[src/verilog/ser_consts.svh]
// constants for the 28-to-4 lane serializer: lane shape, timing, sizes
// assumes inclusion by bare name from the package and the top module
// What this block does
// - all 28 parallel inputs are captured together once per input clock period on one edge.
// - edge select high captures on the rising input clock edge, low on the falling edge.
// - a bit timing seven times the input clock rate shifts each word out as 7-bit slices.
// - four serial lanes plus a forwarded clock leave as complementary output pairs.
// - the forwarded clock follows the input clock at the input clock frequency.
// - while shutdown is low the timing stops and all output drivers are disabled.
// - a low shutdown asynchronously clears every internal register while it stays low.
// - the word appears unchanged at a matching receiver with no framing added.
// - bit k of each lane starts k sevenths of a period after the forwarded clock rises.
`ifndef SER_CONSTS_SVH
`define SER_CONSTS_SVH

`define SER_LANES        4
`define SER_SLICE_BITS   7
`define SER_WORD_BITS    28
`define SER_LAST_POS     3'h6
`define SER_FWD_HIGH     3'h4
`define SER_PERIOD_W     16
`define SER_CLK_MHZ      125
`define SER_LOCK_MIN_MHZ 20
`define SER_LOCK_MAX_MHZ 65
`define SER_SYNC_WARM    2'h3

`endif

[src/verilog/ser_pkg.sv]
// types shared by the serializer
// assumes ser_consts.svh is on the include path
`default_nettype none
`include "ser_consts.svh"

package ser_pkg;
    typedef logic [2:0]                  ser_bitpos_t;
    typedef logic [`SER_WORD_BITS-1:0]   ser_word_t;
    typedef logic [`SER_PERIOD_W-1:0]    ser_count_t;
endpackage

`default_nettype wire
[src/verilog/ser_28to4_tx.sv]
// 28-bit parallel to four serial lanes plus forwarded clock transmitter
// assumes clk far faster than the input clock; all pins are asynchronous to clk
`timescale 1ns/1ns
`default_nettype none
`include "ser_consts.svh"

module ser_28to4_tx
    import ser_pkg::*;
(
    // system
    input  wire logic                       clk,
    input  wire logic                       rst_n,
    // parallel side pins
    input  wire logic                       parallel_input_clock,
    input  wire logic                       capture_edge_select,
    input  wire logic                       shutdown_clear_n,
    input  wire logic [`SER_WORD_BITS-1:0]  parallel_data_bit,
    // serial side pins
    output logic                            serial_lane1_pos,
    output logic                            serial_lane1_neg,
    output logic                            serial_lane2_pos,
    output logic                            serial_lane2_neg,
    output logic                            serial_lane3_pos,
    output logic                            serial_lane3_neg,
    output logic                            serial_lane4_pos,
    output logic                            serial_lane4_neg,
    output logic                            forwarded_clock_pos,
    output logic                            forwarded_clock_neg,
    output logic                            serial_drive_en
);

    // shutdown acts as an asynchronous clear beside the system reset
    logic        clear_n;
    assign clear_n = rst_n & shutdown_clear_n;

    logic        pclk_s1;
    logic        pclk_s2;
    logic        pclk_s3;
    logic        sel_s1;
    logic        sel_s2;
    ser_word_t   data_s1;
    ser_word_t   data_s2;
    logic        rise;
    logic        fall;
    logic        capture;
    ser_word_t   hold_reg;
    ser_count_t  cnt_reg;
    ser_count_t  period_reg;
    logic        seen_reg;
    logic        valid_reg;
    ser_count_t  acc_reg;
    ser_count_t  acc_sum;
    ser_count_t  acc_next;
    ser_bitpos_t bit_reg;
    ser_bitpos_t bit_next;
    ser_word_t   word_reg;
    ser_word_t   word_next;
    logic [`SER_LANES-1:0] lane_pos_reg;
    logic [`SER_LANES-1:0] lane_neg_reg;
    logic        fwd_pos_reg;
    logic        fwd_neg_reg;
    logic        drv_en_reg;
    logic        lock_now;
    logic [1:0]  warm_reg;

    // two-flop synchronisers for the clock, select and data pins; s3 only feeds edge detection
    always_ff @(posedge clk or negedge clear_n) begin
        if (!clear_n) begin
            pclk_s1 <= 1'b0;
            pclk_s2 <= 1'b0;
            pclk_s3 <= 1'b0;
            sel_s1  <= 1'b0;
            sel_s2  <= 1'b0;
            data_s1 <= '0;
            data_s2 <= '0;
            warm_reg <= 2'h0;
        end else begin
            pclk_s1 <= parallel_input_clock;
            pclk_s2 <= pclk_s1;
            pclk_s3 <= pclk_s2;
            sel_s1  <= capture_edge_select;
            sel_s2  <= sel_s1;
            data_s1 <= parallel_data_bit;
            data_s2 <= data_s1;
            if (warm_reg != `SER_SYNC_WARM) begin
                warm_reg <= warm_reg + 2'h1;
            end
        end
    end

    // edges count once s3 holds a real pin sample; a high pin at release fakes none
    assign rise = (warm_reg == `SER_SYNC_WARM) & pclk_s2 & ~pclk_s3;
    assign fall = (warm_reg == `SER_SYNC_WARM) & ~pclk_s2 & pclk_s3;
    assign capture = sel_s2 ? rise : fall;

    always_ff @(posedge clk or negedge clear_n) begin
        if (!clear_n) begin
            hold_reg <= '0;
        end else if (capture) begin
            hold_reg <= data_s2;
        end
    end

    // period measurement; timing runs only after one full period is known
    always_ff @(posedge clk or negedge clear_n) begin
        if (!clear_n) begin
            cnt_reg    <= '0;
            period_reg <= '0;
            seen_reg   <= 1'b0;
            valid_reg  <= 1'b0;
        end else if (rise) begin
            period_reg <= cnt_reg + ser_count_t'(1);
            cnt_reg    <= '0;
            seen_reg   <= 1'b1;
            valid_reg  <= seen_reg;
        end else if (&cnt_reg) begin
            seen_reg   <= 1'b0; // input clock stopped: lose lock
            valid_reg  <= 1'b0;
        end else begin
            cnt_reg    <= cnt_reg + ser_count_t'(1);
        end
    end

    // fractional divider, seven steps per measured period
    always_comb begin
        acc_sum  = acc_reg + ser_count_t'(`SER_SLICE_BITS);
        acc_next = acc_sum;
        bit_next = bit_reg;
        if (rise) begin
            acc_next = '0;
            bit_next = '0;
        end else if (valid_reg && acc_sum >= period_reg && bit_reg != `SER_LAST_POS) begin
            acc_next = acc_sum - period_reg;
            bit_next = bit_reg + 3'h1;
        end
    end

    // divider state; cleared by shutdown, which stops the bit timing
    always_ff @(posedge clk or negedge clear_n) begin
        if (!clear_n) begin
            acc_reg <= '0;
            bit_reg <= '0;
        end else begin
            acc_reg <= acc_next;
            bit_reg <= bit_next;
        end
    end

    // word in flight reloads at each input rise; latency one period with rising capture, half a period with falling capture
    // word passes unchanged
    assign word_next = rise ? hold_reg : word_reg;

    // lock seen one cycle early so the first frame starts with its own rise
    assign lock_now = valid_reg | (rise & seen_reg);

    always_ff @(posedge clk or negedge clear_n) begin
        if (!clear_n) begin
            word_reg <= '0;
        end else begin
            word_reg <= word_next;
        end
    end

    // lane n bit k is input 7n+k
    genvar g;
    generate
        for (g = 0; g < `SER_LANES; g = g + 1) begin : g_lane
            always_ff @(posedge clk or negedge clear_n) begin
                if (!clear_n) begin
                    lane_pos_reg[g] <= 1'b0;
                    lane_neg_reg[g] <= 1'b0;
                end else begin
                    lane_pos_reg[g] <= lock_now & word_next[g*`SER_SLICE_BITS + bit_next];
                    lane_neg_reg[g] <= lock_now & ~word_next[g*`SER_SLICE_BITS + bit_next];
                end
            end
        end
    endgenerate

    // forwarded clock high for bits 0 to 3
    always_ff @(posedge clk or negedge clear_n) begin
        if (!clear_n) begin
            fwd_pos_reg <= 1'b0;
            fwd_neg_reg <= 1'b0;
        end else begin
            fwd_pos_reg <= lock_now & (bit_next < `SER_FWD_HIGH);
            fwd_neg_reg <= lock_now & ~(bit_next < `SER_FWD_HIGH);
        end
    end

    // drivers off while shut down or unlocked
    always_ff @(posedge clk or negedge clear_n) begin
        if (!clear_n) begin
            drv_en_reg <= 1'b0;
        end else begin
            drv_en_reg <= lock_now;
        end
    end

    assign serial_lane1_pos    = lane_pos_reg[0];
    assign serial_lane1_neg    = lane_neg_reg[0];
    assign serial_lane2_pos    = lane_pos_reg[1];
    assign serial_lane2_neg    = lane_neg_reg[1];
    assign serial_lane3_pos    = lane_pos_reg[2];
    assign serial_lane3_neg    = lane_neg_reg[2];
    assign serial_lane4_pos    = lane_pos_reg[3];
    assign serial_lane4_neg    = lane_neg_reg[3];
    assign forwarded_clock_pos = fwd_pos_reg;
    assign forwarded_clock_neg = fwd_neg_reg;
    assign serial_drive_en     = drv_en_reg;
endmodule

`default_nettype wire

[config.mk]
export PLATFORM = sky130hd
export DESIGN_NAME = ser_28to4_tx
export DESIGN_NICKNAME = d
export VERILOG_FILES = /design/src/verilog/ser_pkg.sv /design/src/verilog/ser_28to4_tx.sv
export VERILOG_INCLUDE_DIRS = /design/src /design/src/verilog
export SDC_FILE = /design/constraint.sdc
export NUM_CORES = 1
export LEC_CHECK = 0
export ABC_AREA = 1
export BUFFER_PORTS_ARGS = -buffer_cell sky130_fd_sc_hd__buf_2
export CAP_MARGIN = 40
export CORE_ASPECT_RATIO = 1.25
export CORE_UTILIZATION = 25
export CTS_BUF_LIST = sky130_fd_sc_hd__clkbuf_4 sky130_fd_sc_hd__clkbuf_8
export CTS_CLUSTER_DIAMETER = 40
export DETAILED_ROUTE_END_ITERATION = 6
export SLEW_MARGIN = 10
export SYNTH_ARGS = -nofsm -noshare
export SYNTH_HDL_FRONTEND = slang
export SYNTH_SLANG_ARGS = --single-unit
[constraint.sdc]
create_clock -name clk -period 7 [get_ports clk]
set_input_delay 0.35 -clock clk [delete_from_list [all_inputs] [get_ports clk]]
set_output_delay 0.35 -clock clk [all_outputs]
set_load 0.02 [all_outputs]
==> flow_summary.html <==
<table>
<tr><th>Metric</th><th>Value</th></tr>
<tr><th colspan="2">Clock tree</th></tr>
<tr><td>Number of buffers inserted during clock tree synthesis</td><td>17</td></tr>
<tr><td>CTS Root Buffer Type</td><td>clkbuf_8</td></tr>
<tr><td>Clk sinks</td><td>183</td></tr>
<tr><td>CTS Buffer Depth</td><td>2</td></tr>
<tr><td>Worst skew pair latency</td><td>between 0.4 and 0.5 ns</td></tr>
<tr><td>Number of post-CTS setup repair buffers</td><td>0</td></tr>
<tr><td>Clock input transition at the sequential cells of the worst setup and hold paths</td><td>0.10 ns</td></tr>
<tr><td>TritonCTS clock tree</td><td>yes</td></tr>
<tr><td># H-tree levels</td><td>4</td></tr>
<tr><th colspan="2">Floorplan</th></tr>
<tr><td>Starting density of the core</td><td>0.256</td></tr>
<tr><td>Row count</td><td>73</td></tr>
<tr><td>X dimension of the die</td><td>around 160 um</td></tr>
<tr><td>Total core area</td><td>0.0321 mm2</td></tr>
<tr><td>Floorplan die area</td><td>0.0336 mm2</td></tr>
<tr><td>Count of boundary I/O pins</td><td>44</td></tr>
<tr><td>Chip height</td><td>205 um</td></tr>
<tr><th colspan="2">Setup path</th></tr>
<tr><td>Crit Path Max Fanout</td><td>34</td></tr>
<tr><td>First element of the critical path</td><td>acc_reg[0]</td></tr>
<tr><td>Element type at the critical path end</td><td>register</td></tr>
<tr><td>Startpoint types</td><td>register</td></tr>
<tr><td>Critical R2R Launch</td><td>acc_reg[0]</td></tr>
<tr><td>Classification of the worst setup path</td><td>reg2reg</td></tr>
<tr><td>Critical path arrival</td><td>4.94 ns</td></tr>
<tr><td>Data required time of the critical path</td><td>roughly 7.4 ns</td></tr>
<tr><td>Critical register-to-register path endpoint</td><td>serial_lane2_pos</td></tr>
<tr><td>Worst reg2reg path depth</td><td>25</td></tr>
<tr><td>Flop-to-flop setup slack</td><td>2.41 ns</td></tr>
<tr><th colspan="2">Worst hold path</th></tr>
<tr><td>Launch point of the worst hold path</td><td>data_s1[6]</td></tr>
<tr><td>Worst min path class</td><td>reg2reg</td></tr>
<tr><td>Number of cells on the worst hold path</td><td>0</td></tr>
<tr><td>Worst min-delay path endpoint</td><td>data_s2[6]</td></tr>
<tr><th colspan="2">Timing</th></tr>
<tr><td>Final-report setup violation count</td><td>0</td></tr>
<tr><td>Shortest clock period the worst path allows after layout</td><td>~4.6 ns</td></tr>
<tr><td>RSZ-0062 raised after global routing</td><td>false</td></tr>
<tr><td>Final hold violations</td><td>0</td></tr>
<tr><td>Crit share post-route</td><td>0.656</td></tr>
<tr><td>Setup TNS</td><td>0 ns</td></tr>
<tr><td>Final setup margin</td><td>2.41 ns</td></tr>
<tr><td>Clock tree skew after final layout</td><td>around 0.015 ns</td></tr>
<tr><td>Achievable Freq</td><td>218 MHz</td></tr>
<tr><td>Max-slew violation count</td><td>0</td></tr>
<tr><td>Slew at the pin closest to its max-slew limit</td><td>0.681 ns</td></tr>
<tr><td>Worst-case headroom to the max-slew limit</td><td>0.546</td></tr>
<tr><th colspan="2">Detailed routing</th></tr>
<tr><td>Post-route DRC violation count</td><td>0</td></tr>
<tr><td>Routed wire length per instance</td><td>12.0 um</td></tr>
<tr><td>Sum of routed wire length over all layers</td><td>approximately 16000 um</td></tr>
<tr><td>Via count of the routed design</td><td>5615</td></tr>
<tr><td>DR iter-0 viols</td><td>258</td></tr>
<tr><td>Vias per inst</td><td>4.26</td></tr>
<tr><td>Detail Route Antenna Nets</td><td>0</td></tr>
<tr><td>Drt first pass iters</td><td>5</td></tr>
<tr><th colspan="2">Synthesis</th></tr>
<tr><td>Mean area per synthesized cell</td><td>between 10 and 15 um2</td></tr>
<tr><td>Post-synth cell types</td><td>45</td></tr>
<tr><td>Synth Flop Type</td><td>dfrtp_1</td></tr>
<tr><td>Yosys warnings</td><td>0</td></tr>
<tr><td>Instance count of the mapped netlist</td><td>819</td></tr>
<tr><td>Register area share after synthesis</td><td>0.558</td></tr>
<tr><td>Register bit total from synthesis</td><td>roughly 180</td></tr>
<tr><td>Netlist area before placement</td><td>approximately 0.008 mm2</td></tr>
<tr><td>EDFF count, synth</td><td>0</td></tr>
<tr><td>Fraction of synthesis flops using an asynchronous set or reset pin</td><td>1.00</td></tr>
<tr><td>Synthesized net count</td><td>879</td></tr>
<tr><th colspan="2">Power</th></tr>
<tr><td>Lkg Pwr</td><td>approximately 4.5 nW</td></tr>
<tr><td>Power per cell area</td><td>approximately 370 mW/mm2</td></tr>
<tr><td>Worst supply voltage drop on vdd</td><td>0.164 mV</td></tr>
<tr><th colspan="2">Global route</th></tr>
<tr><td>Largest net degree at the start of global routing</td><td>92</td></tr>
<tr><td>Number of global-route vias before repair</td><td>5714</td></tr>
<tr><td>Wire length of the first global-routing pass</td><td>27600 um</td></tr>
<tr><td>Antenna violations before repair</td><td>0</td></tr>
<tr><td>Total overflow reported by the global router</td><td>0</td></tr>
<tr><td>Global Route Usage Sum</td><td>0.105</td></tr>
<tr><th colspan="2">Finish</th></tr>
<tr><td>Area growth from synthesis to layout</td><td>16.7%</td></tr>
<tr><td>Share of cells above drive strength 1</td><td>0.179</td></tr>
<tr><td>Post-route cell area</td><td>0.00957 mm2</td></tr>
<tr><td>Most frequent standard cell in the layout excluding fill and tap cells</td><td>dfrtp_1</td></tr>
<tr><td>Total number of nets in the final design</td><td>~950</td></tr>
<tr><td>Commonest cells after routing, fill and taps aside</td><td>dfrtp_1, nand2_1, inv_1</td></tr>
<tr><td>Diodes inserted</td><td>0</td></tr>
<tr><th colspan="2">Place</th></tr>
<tr><td>HPWL after DPL</td><td>approximately 11000 um</td></tr>
<tr><td>Placed Area</td><td>0.00889 mm2</td></tr>
<tr><td>Setup Slack @ Placement</td><td>~2.4 ns</td></tr>
<tr><td>Number of port buffers</td><td>43</td></tr>
<tr><td>Global placement routability congestion</td><td>roughly 0.85</td></tr>
<tr><th colspan="2">Job</th></tr>
<tr><td>Max_cap viols</td><td>0</td></tr>
<tr><th colspan="2">Outcome</th></tr>
<tr><td>Result of the run</td><td>complete, no violations</td></tr>
</table>
-- report_power, final --
group	internal, W	leakage (nW)	switching, W
registers	0.00122	2.29	0.0000865
logic	0.000603	2.02	0.00101
clock network	0.000274	0.185	0.000389
total	0.00210	4.50	0.00149
-- layout make-up --
cell class,instances,area (um2)
clock buffer,20,269
clock inverter,12,93.8
fill,3302,22500
inverter,108,413
multi-input combinational,502,3080
sequential,183,4580
tap,412,515
timing repair buffer,81,621
-- cells by family after synthesis --
logic type,synth area share
simple gates,0.170
buf+inv,0.0668
compound gates,0.0890
flops,0.558
fa+ha+maj,0.0421
mux,0.0357
xor+xnor,0.0384
-- what timing repair did --
action / in CTS / in global routing
resized for setup: 0 / 0
hold buffers: 32 / 0
hold endpoints to repair: 39 / 0
-- critical path, cell delays in order (launching register included) --
cell and delay (ns):
dfrtp_1 0.37, inv_1 0.07, ha_1 0.22, a21oi_1 0.25, nand3_1 0.17, nor2_1 0.22, nand3_1 0.10, nor3_1 0.20
xnor2_1 0.18, inv_1 0.07, ha_1 0.34, nand2_1 0.07, inv_1 0.07, nand3_1 0.10, nor2_1 0.14, nand2_2 0.08
nand2_4 0.11, nand2_8 0.09, nand2_8 0.13, nand3_4 0.31, ha_1 0.60, inv_1 0.20, nand3_1 0.12, nand3_1 0.08
nand3_1 0.12, a21oi_1 0.08
-- worst max-delay path by stage --
stage | endpoint | cells past startpoint | slack, ns
after floorplan | acc_reg[0] | 2 | 1.65
after global placement | serial_lane2_neg | 26 | 2.57
after detailed placement | serial_lane2_neg | 26 | 2.44
after CTS | serial_lane2_pos | 25 | 2.41
after global routing | serial_lane2_neg | 26 | 1.82
final | serial_lane2_pos | 25 | 2.41
-- cell usage after synthesis (2+ instances only) --
master	number	area, um2
nand2_1	123	462
a21o_1	3	22.5
o21ai_1	17	85.1
nand3_1	51	255
nor3_1	4	20.0
nand2_8	2	40.0
xor2_1	27	236
nand3_2	2	20.0
dfrtp_1	183	4580
a211oi_1	2	15.0
o21ai_0	69	345
buf_6	4	45.0
a31oi_1	3	18.8
nand2_2	2	12.5
mux2_2	26	293
nor2_1	28	105
a21oi_2	2	17.5
inv_2	4	15.0
nand2_4	2	22.5
xnor2_1	9	78.8
a21oi_1	35	175
or2_2	28	175
ha_1	26	325
nor2_2	2	12.5
inv_1	102	383
buf_2	7	35.0
clkbuf_1	13	48.8
nand4_1	24	150
nand3_4	3	52.6
-- metal layers --
layer	up-vias	GRT usage	share of wire	routed length, um
met1	2681	0.126	0.45	7100
met2	93	0.178	0.50	7960
met4	0	0.0470	0.024	379
met3	24	0.0225	0.026	406
met5	-	0	0	0
li1	2817	-	-	-
-- stage by stage --
step	hold slack (ns)	cells	utilization	total power [W]
final	0.349	1318	0.299	0.00359
after global routing	0.360	1318	0.299	0.00393
after CTS	0.347	1318	0.299	0.00362
after detailed placement	0.335	1254	0.277	0.00293
after global placement	0.333	1252	0.276	0.00289
after floorplan	0.331	819	-	0.00261
Note: power is estimated with default switching activity, not from simulation.
